$ cat src/rtl/stc_map.svh
// Purpose: offsets, field positions, reset values and counts of switch timing and capture
// Assumes: 32-bit APB, one register per aligned word
// Notes: included by the package and the main module
// What this block does
// - switch starts each cycle at programmed level
// - up to four switch changes per even half
// - odd half repeats the even pattern
// - clocks per sensor sets return interval
// - change at sensor start plus clock offset
// - change given as sensor index plus clocks
// - raw samples captured every 50MHz clock
// - source is receiver 0, 1, 2 or sum/2
// - capture length in whole modulation cycles
// - single-pulse mode fires one pulse only
// - samples carry overflow, pulse, slope flags
// - capture starts at first strobe offset
`ifndef STC_MAP_SVH
`define STC_MAP_SVH

`define STC_OFS_CTRL 8'h00
`define STC_OFS_CLK_PER_SENSOR 8'h04
`define STC_OFS_CYCLES 8'h08
`define STC_OFS_STROBE_OFS 8'h0C
`define STC_OFS_SWITCH0 8'h10
`define STC_OFS_STATUS 8'h20
`define STC_OFS_DATA 8'h24

`define STC_CTRL_START_LEVEL 0
`define STC_CTRL_SINGLE 1
`define STC_CTRL_GO 2
`define STC_CTRL_SRC_LO 4
`define STC_CTRL_SRC_HI 5

`define STC_SW_EN 31
`define STC_SW_SENS_LO 16
`define STC_SW_SENS_HI 23
`define STC_SW_CLK_HI 15

`define STC_ST_BUSY 0
`define STC_ST_OVERRUN 1
`define STC_ST_VALID 2

`define STC_WORD_OVF 16
`define STC_WORD_PULSE 17
`define STC_WORD_SLOPE 18

`define STC_RST_CLK_PER_SENSOR 16'h0004
`define STC_RST_CYCLES 16'h0001
`define STC_RST_STROBE_OFS 16'h0000

`define STC_NUM_SWITCH 4
`define STC_ADC_W 14

`endif

$ cat src/rtl/stc_pkg.sv
// Purpose: types of the switch timing and capture block
// Assumes: stc_map.svh holds the numbers
// Notes: none
`default_nettype none
`include "stc_map.svh"

package stc_pkg;

    typedef enum logic [1:0] {
        STC_SRC_RX0 = 2'b00,
        STC_SRC_RX1 = 2'b01,
        STC_SRC_RX2 = 2'b10,
        STC_SRC_SUM = 2'b11
    } stc_src_t;

    typedef enum logic [1:0] {
        STC_CAP_IDLE = 2'b00,
        STC_CAP_WAIT = 2'b01,
        STC_CAP_RUN = 2'b10
    } stc_cap_t;

endpackage : stc_pkg

`default_nettype wire

$ cat src/rtl/stc_buf.sv
// Purpose: two-entry buffer with valid and ready on both sides
// Assumes: single clock, reads come from a register
// Notes: in_ready low when both entries are held
`timescale 1ns/1ps
`default_nettype none

module stc_buf (
    input wire logic core_clk, // master clock
    input wire logic rst_b, // async reset, active low
    input wire logic in_valid, // word offered
    output logic in_ready, // room for a word
    input wire logic [31:0] in_data, // word in
    output logic out_valid, // word available
    input wire logic out_ready, // word taken
    output logic [31:0] out_data // head word, registered
);
    logic [31:0] hold_q;
    logic [1:0] cnt_q;
    wire push = in_valid && in_ready;
    wire pop = out_valid && out_ready;

    assign in_ready = (cnt_q != 2'd2);
    assign out_valid = (cnt_q != 2'd0);

    always_ff @(posedge core_clk or negedge rst_b) begin
        if (!rst_b) begin
            cnt_q <= 2'd0;
        end else begin
            cnt_q <= cnt_q + {1'b0, push} - {1'b0, pop};
        end
    end

    // head is out_data; second entry sits in hold_q
    always_ff @(posedge core_clk or negedge rst_b) begin
        if (!rst_b) begin
            out_data <= 32'h0;
            hold_q <= 32'h0;
        end else begin
            if (pop) begin
                out_data <= (cnt_q == 2'd2) ? hold_q : in_data;
            end else if (push && cnt_q == 2'd0) begin
                out_data <= in_data;
            end
            if (push && ((cnt_q == 2'd1 && !pop) || cnt_q == 2'd2)) begin
                hold_q <= in_data;
            end
        end
    end

endmodule : stc_buf

`default_nettype wire

$ cat src/rtl/stc_top.sv
// Purpose: switch output locked to sensor returns, and raw receiver capture
// Assumes: mod_even_start/mod_odd_start are one-cycle pulses from the timing table
// Notes: capture words are read through the data register, each read pops one
//
// Decided for this implementation: the address map and register access over APB.
`timescale 1ns/1ps
`default_nettype none
`include "stc_map.svh"

module stc_top
    import stc_pkg::*;
(
    input wire logic core_clk, // 50 MHz master clock
    input wire logic rst_b, // async reset, active low
    input wire logic psel, // apb select
    input wire logic penable, // apb access phase
    input wire logic pwrite, // apb direction
    input wire logic [7:0] paddr, // apb byte address
    input wire logic [31:0] pwdata, // apb write data
    output logic [31:0] prdata, // apb read data
    output logic pready, // apb ready
    output logic pslverr, // apb error on unmapped address
    input wire logic mod_even_start, // start of modulation cycle, even half
    input wire logic mod_odd_start, // start of odd half
    input wire logic pulse_req, // pulse request from timing table
    output logic pulse_out, // gated optical pulse
    output logic switch_out, // programmable switch line
    output logic first_strobe_out, // first sample strobe of the cycle
    input wire logic [13:0] receiver_zero_channel, // receiver 0 sample
    input wire logic [13:0] receiver_one_channel, // receiver 1 sample
    input wire logic [13:0] receiver_two_channel, // receiver 2 sample
    input wire logic [2:0] rx_ovf // converter overflow per receiver
);
    localparam int NSW = `STC_NUM_SWITCH;

    // host registers
    logic [31:0] ctrl_q;
    logic [15:0] cps_q, cycles_q, first_strobe_offset_q;
    logic [31:0] sw_q [NSW];
    logic overrun_q;
    logic [31:0] prdata_q;

    wire setup = psel && !penable;
    wire access = psel && penable;
    wire wr = access && pwrite;
    wire sel_ctrl = (paddr == `STC_OFS_CTRL);
    wire sel_cps = (paddr == `STC_OFS_CLK_PER_SENSOR);
    wire sel_cyc = (paddr == `STC_OFS_CYCLES);
    wire sel_sofs = (paddr == `STC_OFS_STROBE_OFS);
    wire sel_sw = (paddr[7:4] == 4'h1) && (paddr[1:0] == 2'b00);
    wire [1:0] sw_idx = paddr[3:2];
    wire sel_stat = (paddr == `STC_OFS_STATUS);
    wire sel_data = (paddr == `STC_OFS_DATA);
    wire mapped = sel_ctrl | sel_cps | sel_cyc | sel_sofs | sel_sw | sel_stat | sel_data;
    wire go = wr && sel_ctrl && pwdata[`STC_CTRL_GO];
    wire start_level = ctrl_q[`STC_CTRL_START_LEVEL];
    wire single_mode = ctrl_q[`STC_CTRL_SINGLE];
    wire [1:0] src_sel = ctrl_q[`STC_CTRL_SRC_HI:`STC_CTRL_SRC_LO];

    assign pready = 1'b1;
    assign pslverr = access && !mapped;
    assign prdata = prdata_q;

    always_ff @(posedge core_clk or negedge rst_b) begin
        if (!rst_b) begin
            ctrl_q <= 32'h0;
            cps_q <= `STC_RST_CLK_PER_SENSOR;
            cycles_q <= `STC_RST_CYCLES;
            first_strobe_offset_q <= `STC_RST_STROBE_OFS;
        end else if (wr) begin
            if (sel_ctrl) ctrl_q <= pwdata & 32'h0000_0033;
            if (sel_cps) cps_q <= pwdata[15:0];
            if (sel_cyc) cycles_q <= pwdata[15:0];
            if (sel_sofs) first_strobe_offset_q <= pwdata[15:0];
        end
    end

    // switch timing
    logic [15:0] clk_cnt_q;
    logic [7:0] sens_q;
    logic switch_q;
    logic [NSW-1:0] hit;
    wire half_start = mod_even_start || mod_odd_start;
    wire sens_end = (clk_cnt_q >= cps_q - 16'd1);
    wire [15:0] clk_now = half_start ? 16'h0 : (sens_end ? 16'h0 : clk_cnt_q + 16'd1);
    wire [7:0] sens_now = half_start ? 8'h0 : (sens_end ? sens_q + 8'd1 : sens_q);

    genvar gi;
    generate
        for (gi = 0; gi < NSW; gi++) begin : g_sw
            always_ff @(posedge core_clk or negedge rst_b) begin
                if (!rst_b) begin
                    sw_q[gi] <= 32'h0;
                end else if (wr && sel_sw && sw_idx == 2'(gi)) begin
                    sw_q[gi] <= pwdata & 32'h80FF_FFFF;
                end
            end
            // change when the slot position matches sensor index and clock offset
            assign hit[gi] = sw_q[gi][`STC_SW_EN]
                && (sw_q[gi][`STC_SW_SENS_HI:`STC_SW_SENS_LO] == sens_now)
                && (sw_q[gi][`STC_SW_CLK_HI:0] == clk_now);
        end
    endgenerate

    wire any_toggle = ^hit;
    // each half restarts from the start level, so the odd half replays the pattern
    wire switch_base = half_start ? start_level : switch_q;
    wire switch_d = switch_base ^ any_toggle;

    always_ff @(posedge core_clk or negedge rst_b) begin
        if (!rst_b) begin
            clk_cnt_q <= 16'h0;
            sens_q <= 8'h0;
            switch_q <= 1'b0;
        end else begin
            clk_cnt_q <= clk_now;
            sens_q <= sens_now;
            switch_q <= switch_d;
        end
    end
    assign switch_out = switch_q;

    // first strobe and slope
    logic [15:0] strobe_cnt_q;
    logic strobe_run_q, strobe_q, odd_q;
    wire strobe_hit = strobe_run_q && (strobe_cnt_q == first_strobe_offset_q);

    always_ff @(posedge core_clk or negedge rst_b) begin
        if (!rst_b) begin
            strobe_cnt_q <= 16'h0;
            strobe_run_q <= 1'b0;
            strobe_q <= 1'b0;
            odd_q <= 1'b0;
        end else begin
            strobe_q <= strobe_hit;
            if (mod_even_start) begin
                strobe_cnt_q <= 16'h0;
                strobe_run_q <= 1'b1;
            end else if (strobe_hit) begin
                strobe_run_q <= 1'b0;
            end else if (strobe_run_q) begin
                strobe_cnt_q <= strobe_cnt_q + 16'd1;
            end
            if (mod_even_start) odd_q <= 1'b0;
            else if (mod_odd_start) odd_q <= 1'b1;
        end
    end
    assign first_strobe_out = strobe_q;

    // pulse gating
    logic pulse_used_q, pulse_q;
    wire pulse_ok = pulse_req && (!single_mode || !pulse_used_q);

    always_ff @(posedge core_clk or negedge rst_b) begin
        if (!rst_b) begin
            pulse_used_q <= 1'b0;
            pulse_q <= 1'b0;
        end else begin
            pulse_q <= pulse_ok;
            if (go) pulse_used_q <= 1'b0;
            else if (pulse_ok && single_mode) pulse_used_q <= 1'b1;
        end
    end
    assign pulse_out = pulse_q;

    // capture
    stc_cap_t cap_q;
    logic [15:0] left_q;
    logic [14:0] sample;
    logic ovf;
    wire [15:0] rx_sum = 16'(receiver_zero_channel) + 16'(receiver_one_channel)
        + 16'(receiver_two_channel);

    always_comb begin
        case (stc_src_t'(src_sel))
            STC_SRC_RX0: begin
                sample = 15'(receiver_zero_channel);
                ovf = rx_ovf[0];
            end
            STC_SRC_RX1: begin
                sample = 15'(receiver_one_channel);
                ovf = rx_ovf[1];
            end
            STC_SRC_RX2: begin
                sample = 15'(receiver_two_channel);
                ovf = rx_ovf[2];
            end
            default: begin
                sample = rx_sum[15:1];
                ovf = |rx_ovf;
            end
        endcase
    end

    wire cap_last = strobe_hit && (left_q <= 16'd1);
    wire cap_take = (cap_q == STC_CAP_RUN && !cap_last)
        || (cap_q == STC_CAP_WAIT && strobe_hit && cycles_q != 16'h0);
    wire [31:0] cap_word = {13'h0, odd_q, pulse_q, ovf, 1'b0, sample};
    logic buf_in_ready, buf_out_valid;
    logic [31:0] buf_out_data;
    wire pop = access && !pwrite && sel_data && buf_out_valid;

    stc_buf u_buf (
        .core_clk(core_clk),
        .rst_b(rst_b),
        .in_valid(cap_take),
        .in_ready(buf_in_ready),
        .in_data(cap_word),
        .out_valid(buf_out_valid),
        .out_ready(pop),
        .out_data(buf_out_data)
    );

    always_ff @(posedge core_clk or negedge rst_b) begin
        if (!rst_b) begin
            cap_q <= STC_CAP_IDLE;
            left_q <= 16'h0;
        end else begin
            case (cap_q)
                STC_CAP_IDLE: begin
                    if (go) begin
                        cap_q <= STC_CAP_WAIT;
                        left_q <= cycles_q;
                    end
                end
                STC_CAP_WAIT: begin
                    if (strobe_hit) begin
                        cap_q <= (cycles_q == 16'h0) ? STC_CAP_IDLE : STC_CAP_RUN;
                    end
                end
                STC_CAP_RUN: begin
                    if (cap_last) begin
                        cap_q <= STC_CAP_IDLE;
                    end else if (strobe_hit) begin
                        left_q <= left_q - 16'd1;
                    end
                end
                default: cap_q <= STC_CAP_IDLE;
            endcase
        end
    end

    // overrun: a sample lost to a full buffer; set wins over the clear
    wire ovr_clr = wr && sel_stat && pwdata[`STC_ST_OVERRUN];
    always_ff @(posedge core_clk or negedge rst_b) begin
        if (!rst_b) begin
            overrun_q <= 1'b0;
        end else if (cap_take && !buf_in_ready) begin
            overrun_q <= 1'b1;
        end else if (ovr_clr) begin
            overrun_q <= 1'b0;
        end
    end

    wire [31:0] stat_word = {29'h0, buf_out_valid, overrun_q, cap_q != STC_CAP_IDLE};
    wire [31:0] rd_mux = sel_ctrl ? ctrl_q
        : sel_cps ? {16'h0, cps_q}
        : sel_cyc ? {16'h0, cycles_q}
        : sel_sofs ? {16'h0, first_strobe_offset_q}
        : sel_sw ? sw_q[sw_idx]
        : sel_stat ? stat_word
        : sel_data ? buf_out_data
        : 32'h0;

    always_ff @(posedge core_clk or negedge rst_b) begin
        if (!rst_b) begin
            prdata_q <= 32'h0;
        end else if (setup) begin
            prdata_q <= rd_mux;
        end
    end
endmodule : stc_top

`default_nettype wire

$ cat config.mk
export PLATFORM = sky130hd
export DESIGN_NAME = stc_top
export DESIGN_NICKNAME = d
export VERILOG_FILES = /design/src/rtl/stc_pkg.sv /design/src/rtl/stc_buf.sv /design/src/rtl/stc_top.sv
export VERILOG_INCLUDE_DIRS = /design/src /design/src/rtl
export SDC_FILE = /design/constraint.sdc
export NUM_CORES = 1
export LEC_CHECK = 0
export BUFFER_PORTS_ARGS = -buffer_cell sky130_fd_sc_hd__buf_2
export CORE_ASPECT_RATIO = 0.8
export CORE_UTILIZATION = 56
export CTS_CLUSTER_SIZE = 8
export DETAILED_ROUTE_END_ITERATION = 10
export PLACE_DENSITY = 0.75
export SLEW_MARGIN = 15
export SYNTH_ARGS = -nofsm -noshare
export SYNTH_HDL_FRONTEND = slang
export SYNTH_SLANG_ARGS = --single-unit
$ cat constraint.sdc
create_clock -name core_clk -period 11.4 [get_ports core_clk]
set_clock_uncertainty 0.05 [all_clocks]
set_input_delay 0.57 -clock core_clk [delete_from_list [all_inputs] [get_ports core_clk]]
set_output_delay 0.57 -clock core_clk [all_outputs]
set_load 0.03 [all_outputs]
==> results.toml, run 1 <==
[clock_network]
postCtsSetupRepairBufs = 0
cts_hold_repair.buffers = 0
htree_levels = 2
cts.reportedPaths.clkPinSlew_ns = 0.05
cts.root.buffer_cell = "clkbuf_16"
clock_sink_count = 280
post_cts_resize_count = 0
tritoncts_clock_tree = "yes"
cts_made_buffers = 40
clk_path_buf_depth = 3
worstSkewPairLatency_ns = 0.52

[cells_and_area]
layout.core_utilization_pct = 63.4
areaGrowthSynthToFinish_pct = 11.5
final_common_cell = "dfrtp_1"
final_net_count = 1776
layout.cells.most_common_list = "dfrtp_1 (278), mux2_2 (177), nand2_1 (116)"
post_route_cells_drive_above_1_share_pct = 25.2
filler_cell_count = 2314

[job]
cap_violations = 0

[pwr]
power_density_mw_per_mm2 = 128
p_leak_nw = 8.68
ir_drop_v = 0.0000918

[detailed_routing]
antenna_left = 0
average_wire_per_cell_in_the_routed_design_um = 22.8
via_total_after_detailed_routing = 12763
finalWirelength_um = 45900
dr.first_iter.drc_count = 1105
number_of_iterations_in_the_first_detailed_routing_pass = 8
post-route-drc-count = 2
vias_per_cell = 6.32

[placement]
place.gp.congestion = 0.941
numPortBuffers = 114
place_hpwl_um = 32600

[sta]
setup_repair_after_global_routing_missed_its_margin = "false"
final_hold_slack_ns = 0.0495
layout_worst_path_cycle_share_pct = 53.7
finalCriticalPeriod_ns = 6.12
maxSlewViolCount = 0
timing.slew.headroom_pct = 27.5
report.final.setup_viol = 0
finalHoldViolations = 0
setup-tns-final_ns = 0
timing_worst_slew_pin_value_ns = 1.08
fmax_mhz = 163

[global_routing]
antenna_violations_before_repair = 2
groute.usage.overall_pct = 30.9
grt.overflow.total = 0
grt_pass1_vias = 12647
grt_pass1_wl_um = 71900
pin_count_of_the_biggest_net_entering_global_routing = 164

[floorplanning]
floorplan.die_area_mm2 = 0.0304
initial_core_util_pct = 56.9
placement_rows = 56
core_area_mm2 = 0.0293
io_pins = 130
fp.dieH_um = 156
die_w_um = 195

[worst_setup_path]
end_kind = "register"
worst_setup_path_start_kind = "register"
cp_max_fo = 42
timing.setup.critical_path_class = "register to register"
critical_path_arrival_ns = 6.47
timing.reg2reg.worst_path_depth = 17
timing.critical_path.required_ns = 11.75

[synth]
mappedNetlistArea_mm2 = 0.0167
yosys_most_used_dff = "dfrtp_1"
ys_warn_count = 0
postSynthAreaPerCell_um2 = 10.8
synth_sequential_area_ratio_pct = 42.1
synth_cell_types = 86
count_of_flip_flops_with_a_built_in_enable_after_synthesis = 0
synth.ff_latch_count = 280
netlist_instances = 1536
synthArstFlopShare_pct = 100

[status]
failed_checks = "design-rule violations"
status = "complete, but fails checks"

[min_path]
path_class_of_the_lowest_slack_min_delay_path = "input pin to async pin"
-- worst max-delay path, cell delays in order (launching register included) --
cell,delay (ns)
dfrtp_1,0.45
nor4_1,0.65
nand3_1,0.23
nor4_1,0.28
xnor2_1,0.12
ha_1,0.30
a21oi_1,0.07
o21ai_0,0.64
a211oi_1,0.20
o21ai_4,0.19
buf_4,0.46
a21oi_1,0.09
o32ai_1,0.60
nand4_1,0.24
or4_4,0.62
nor4_4,0.28
xnor3_1,0.37
xnor2_1,0.13
-- sequential cells by signal, indices dropped and copies added, names as in the netlist, 2 cells and up --
| name | cells |
|---|---|
| cap_q | 2 |
| strobe_cnt_q | 16 |
| u_buf.out_data | 18 |
| sens_q | 8 |
| u_buf.hold_q | 18 |
| clk_cnt_q | 16 |
| cycles_q | 16 |
| sw_q | 100 |
| prdata | 25 |
| first_strobe_offset_q | 16 |
| ctrl_q | 4 |
| left_q | 16 |
| u_buf.cnt_q | 2 |
| cps_q | 16 |
-- area by class of cell --
cell class / instances / area, um^2 / share of cell area (%)
Sequential cell: 280 / 7010 / 37.7
Inverter: 38 / 143 / 0.768
Multi-Input combinational cell: 1142 / 9180 / 49.4
Clock buffer: 48 / 1050 / 5.67
Tap cell: 377 / 472 / 2.54
Antenna cell: 4 / 10.0 / 0.0539
Timing Repair Buffer: 129 / 706 / 3.80
-- per-layer routing --
layer  track usage, %  part of all wire (%)  vias to the layer above
met5                0                     0                        -
met4             10.8                   3.2                        0
met3             10.2                   9.4                       86
met2             45.8                    44                      545
met1             42.6                    44                     6344
li1                 -                     -                     5788
-- power breakdown --
part	switching [W]	total [W]	internal (W)
Sequential	0.0000224	0.00104	0.00102
Clock	0.000411	0.00105	0.000635
Combinational	0.000171	0.000288	0.000117
-- Yosys cell counts (4+ instances only) --
| cell type | count | area [um^2] |
|---|---|---|
| a211oi_1 | 5 | 37.5 |
| a21boi_0 | 4 | 30.0 |
| a21oi_1 | 58 | 290 |
| a221oi_1 | 22 | 193 |
| a22oi_1 | 21 | 158 |
| a31oi_1 | 19 | 119 |
| a32oi_1 | 4 | 35.0 |
| and2_1 | 10 | 62.6 |
| and3_1 | 10 | 62.6 |
| buf_1 | 11 | 41.3 |
| buf_4 | 9 | 67.6 |
| clkbuf_1 | 56 | 210 |
| dfrtp_1 | 278 | 6960 |
| fa_1 | 14 | 280 |
| ha_1 | 38 | 475 |
| inv_1 | 37 | 139 |
| mux2_2 | 177 | 1990 |
| mux2i_1 | 29 | 290 |
| mux4_2 | 34 | 766 |
| nand2_1 | 116 | 435 |
| nand2b_1 | 10 | 62.6 |
| nand3_1 | 24 | 120 |
| nand4_1 | 17 | 106 |
| nor2_1 | 103 | 387 |
| nor2b_1 | 15 | 93.8 |
| nor3_1 | 26 | 130 |
| nor4_1 | 21 | 131 |
| nor4b_1 | 10 | 87.6 |
| o211ai_1 | 4 | 30.0 |
| o21a_1 | 4 | 30.0 |
| o21ai_0 | 91 | 455 |
| o21ai_1 | 6 | 30.0 |
| o31ai_1 | 12 | 90.1 |
| o32a_1 | 4 | 40.0 |
| o32ai_1 | 14 | 123 |
| or3_1 | 7 | 43.8 |
| xnor2_1 | 67 | 587 |
| xor2_1 | 76 | 666 |
-- metrics by stage --
stage          setup WS (ns)  power, W  area (um^2)  std cells
2_1_floorplan           7.02   0.00123        16700       1542
3_3_place_gp            5.66   0.00133        17500       1966
3_5_place_dp            5.48   0.00134        17500       1966
4_1_cts                 5.47   0.00238        18600       2014
5_1_grt                 4.90   0.00246        18600       2014
6_report                5.28   0.00237        18600       2018
-- cells by family after synthesis --
group,Yosys count,synth area share (%)
flip-flops,280,42.1
multiplexers,243,18.6
XOR/XNOR,147,8.02
AND/OR/NAND/NOR,397,12.2
other,2,0.0451
buffers and inverters,120,3.15
adder cells (fa/ha/maj),52,4.54
AO/OA/AOI/OAI,295,11.4
-- final timing paths --
| path | slack [ns] | end | start |
|---|---|---|---|
| setup / recovery | 5.28 | switch_out$_DFF_PN0_ | cps_q[4]$_DFFE_PN0P_ |
| setup reg to reg | 5.28 | switch_out$_DFF_PN0_ | cps_q[4]$_DFFE_PN0P_ |
| max in group asynchronous | 9.81 | u_buf.hold_q[16]$_DFFE_PN0P_ | rst_b |
| min in group core_clk | 0.28 | sw_q[21]$_DFFE_PN0P_ | pwdata[21] |
| hold reg to reg | 0.42 | prdata[4]$_DFFE_PN0P_ | prdata[4]$_DFFE_PN0P_ |
| hold / removal | 0.05 | sw_q[71]$_DFFE_PN0P_ | rst_b |
(Power assumes the default switching activity.)
==> run 2, diff against run 1 <==
--- a/config.mk
+++ b/config.mk
@@ -6,6 +6,7 @@
 export SDC_FILE = /design/constraint.sdc
 export NUM_CORES = 1
 export LEC_CHECK = 0
+export ABC_AREA = 1
 export BUFFER_PORTS_ARGS = -buffer_cell sky130_fd_sc_hd__buf_2
 export CORE_ASPECT_RATIO = 0.8
 export CORE_UTILIZATION = 56
==> constraint.sdc (replaced) <==
create_clock -name core_clk -period 5.8 [get_ports core_clk]
set_clock_uncertainty 0.05 [all_clocks]
set_input_delay 0.29 -clock core_clk [delete_from_list [all_inputs] [get_ports core_clk]]
set_output_delay 0.29 -clock core_clk [all_outputs]
set_load 0.03 [all_outputs]
==> run 2 against run 1 <==
Flip-flop and latch count unchanged. Non-clock buffer count up 10. The flow now finishes without violations. Final area grew 3.2%. Routed wire length is 18% higher. Sequential power rose by 100%. Die area up 2.9%. Hold slack worse by 0.029 ns. Largest cell class unchanged. Final cell count increased by 43%. First-iteration DRC count grew 74%. Synthesized area grew 2.9%.
==> results.toml, run 2 <==
[pwr]
combPwrFrac_pct = 14.1
ir_drop_v = 0.000222
p_leak_nw = 9.60
power.internal_w = 0.00356
power_density_mw_per_mm2 = 257
netSwitchingPower_w = 0.00137
power.share.clock_pct = 42.7
swShare_pct = 27.9
seq_power_share_pct = 43.1

[sta]
timing.slew.headroom_pct = 20.0
report.final.setup_viol = 0
setup_repair_after_global_routing_missed_its_margin = "false"
setup-tns-final_ns = 0
layout_worst_path_cycle_share_pct = 89.3
fmax_mhz = 193
finalHoldViolations = 0
timing_worst_slew_pin_value_ns = 1.17
finalCriticalPeriod_ns = 5.18
final_hold_slack_ns = 0.0201
maxSlewViolCount = 0

[cells_and_area]
stdcell_area_mm2 = 0.0192
filler_cell_count = 2644
largest_register_ff_count = 100
registers.top_by_ff_count = "sw_q"
n_antenna_cell = 0
areaGrowthSynthToFinish_pct = 11.8
final_common_cell = "nand2_1"
layout.cells.most_common_list = "nand2_1 (687), inv_1 (323), o21ai_0 (284)"
final_net_count = 2608
post_route_cells_drive_above_1_share_pct = 8.16

[synth]
post_synth_most_frequent_cells = "nand2_1 (687), inv_1 (323), o21ai_0 (284)"
synthDominantAreaCellType = "dfrtp_1"
synthArstFlopShare_pct = 100
synth_largest_type_area_fraction_pct = 40.6
synth_cell_types = 58
yosys_most_used_dff = "dfrtp_1"
ys_warn_count = 0
post_synth_main_area_contributors = "dfrtp_1 (41%), nand2_1 (15%), o21ai_0 (8.3%)"
most_instantiated_library_cell_after_synthesis = "nand2_1"
count_of_flip_flops_with_a_built_in_enable_after_synthesis = 0
postSynthAreaPerCell_um2 = 7.25
synth.ff_latch_count = 280
synth_sequential_area_ratio_pct = 40.9
mappedNetlistArea_mm2 = 0.0171
netlist_instances = 2364

[detailed_routing]
antenna_left = 0
number_of_iterations_in_the_first_detailed_routing_pass = 8
average_wire_per_cell_in_the_routed_design_um = 18.7
via_total_after_detailed_routing = 16725
dr.first_iter.drc_count = 1922
vias_per_cell = 5.80
post-route-drc-count = 0
finalWirelength_um = 54000

[floorplanning]
die_w_um = 198
initial_core_util_pct = 57.7
io_pins = 130
placement_rows = 56
core_area_mm2 = 0.0297
floorplan.die_area_mm2 = 0.0313
fp.dieH_um = 158

[worst_setup_path]
critical_path.slowest_cell = "dfrtp_1"
timing.critical_path.required_ns = 6.17
timing.setup.critical_path_class = "register to register"
worst_setup_path_start_kind = "register"
end_kind = "register"
cpPeakStageDelay_ns = 0.37
cp_max_fo = 19
worst_path_most_repeated_cell = "nand2_1"
critical_path_arrival_ns = 5.55

[global_routing]
grt_pass1_wl_um = 84700
grt_use_met3_pct = 7.54
busiest_layer = "met2"
grt_use_met2_pct = 51.8
grt.overflow.total = 0
grt.met1_usage_pct = 51.2
pin_count_of_the_biggest_net_entering_global_routing = 165
antenna_violations_before_repair = 2
grt_pass1_vias = 15403
groute.usage.overall_pct = 35.3

[clock_network]
worstSkewPairLatency_ns = 0.53
htree_levels = 2
cts.reportedPaths.clkPinSlew_ns = 0.05
tritoncts_clock_tree = "yes"
clk_path_buf_depth = 3
clock_sink_count = 280
cts_made_buffers = 40
cts.root.buffer_cell = "clkbuf_16"

[status]
status = "finished, final reports clean"

[min_path]
path_class_of_the_lowest_slack_min_delay_path = "input pin to register"

[placement]
place.gp.congestion = 0.962
dpl_cell_area_mm2 = 0.0180
numPortBuffers = 114
place_hpwl_um = 38800

[job]
cap_violations = 0
==> run 2: cell types whose count changed after synthesis, moves of 34 or more <==
cell,before,now
inv_1,37,323
mux2_2,177,0
mux4_2,34,0
nand2_1,116,687
nand3_1,24,91
nand4_1,17,78
nor2_1,103,192
o21ai_0,91,284
xnor2_1,67,23
xor2_1,76,33
==> run 2: timing repair <==
item,in CTS,in global routing
hold buffers,4,0
endpoints found under the hold margin,119,0
resized for setup,0,0
buffers inserted,0,0
==> run 2: layer usage <==
| metal | wire length, um | part of all wire, % | vias to the layer above |
|---|---|---|---|
| met3 | 5870 | 11 | 130 |
| met2 | 22700 | 42 | 822 |
| li1 | - | - | 7888 |
| met4 | 1910 | 3.5 | 2 |
| met5 | 11 | 0.020 | - |
| met1 | 23500 | 44 | 7883 |
==> run 2: through the flow <==
| stage | total power, W | utilization (%) | std cells | setup WS, ns |
|---|---|---|---|---|
| floorplan | 0.00259 | - | 2370 | 1.86 |
| global placement | 0.00281 | 60.7 | 2823 | 0.863 |
| detailed placement | 0.00284 | 60.7 | 2823 | 0.741 |
| CTS | 0.00494 | 64.5 | 2883 | 0.711 |
| global route | 0.00513 | 64.5 | 2883 | 0.192 |
| finish | 0.00493 | 64.5 | 2883 | 0.622 |
==> run 2: power by group through the flow <==
| stage | clock network, W | registers, W | logic (W) |
|---|---|---|---|
| after floorplan | 0 | 0.00214 | 0.000444 |
| after global placement | 0 | 0.00215 | 0.000660 |
| after detailed placement | 0 | 0.00215 | 0.000685 |
| after CTS | 0.00212 | 0.00212 | 0.000691 |
| after global routing | 0.00221 | 0.00213 | 0.000785 |
| final | 0.00211 | 0.00213 | 0.000697 |
==> run 2: area by class of cell <==
class | count | area (um^2) | area share (%)
clock buffer | 56 | 1080 | 5.65
tap | 406 | 508 | 2.65
sequential | 280 | 7010 | 36.6
timing repair buffer | 139 | 791 | 4.13
inverter | 328 | 1230 | 6.42
multi-input combinational | 1674 | 8540 | 44.6
==> run 2: worst max-delay path: cells and delay by family, from the launching register on <==
family	cells	cell delay (ns)
AOI/OAI and AO/OA	2	0.56
xor gates and xnor gates	1	0.21
adders and majority gates	1	0.32
buffers and inverters	8	1.00
DFF	1	0.37
and+or+nand+nor	20	2.53
==> run 2: worst paths after layout <==
path | cells after the start | slack [ns] | from | to
min in group asynchronous | 2 | 0.39 | rst_b | left_q[7]$_DFFE_PN0P_
min reg2reg | 1 | 0.42 | pulse_used_q$_DFFE_PN0P_ | pulse_out$_DFF_PN0_
max reg2reg | 32 | 0.62 | cps_q[0]$_DFFE_PN0P_ | switch_out$_DFF_PN0_
max | 32 | 0.62 | cps_q[0]$_DFFE_PN0P_ | switch_out$_DFF_PN0_
max in group asynchronous | 3 | 3.83 | rst_b | sw_q[63]$_DFFE_PN0P_
min | 3 | 0.02 | pwdata[23] | sw_q[87]$_DFFE_PN0P_
==> run 2: logic make-up (layout without fill, tap and decap cells) <==
kind of cell	after synthesis	in the layout	synth area share (%)
compound gates	458	458	15.5
xor+xnor	57	57	2.96
simple gates	1099	1099	26.8
other cells	2	8	0.0438
buf+inv	416	523	9.42
flops	280	280	40.9
fa+ha+maj	52	52	4.41
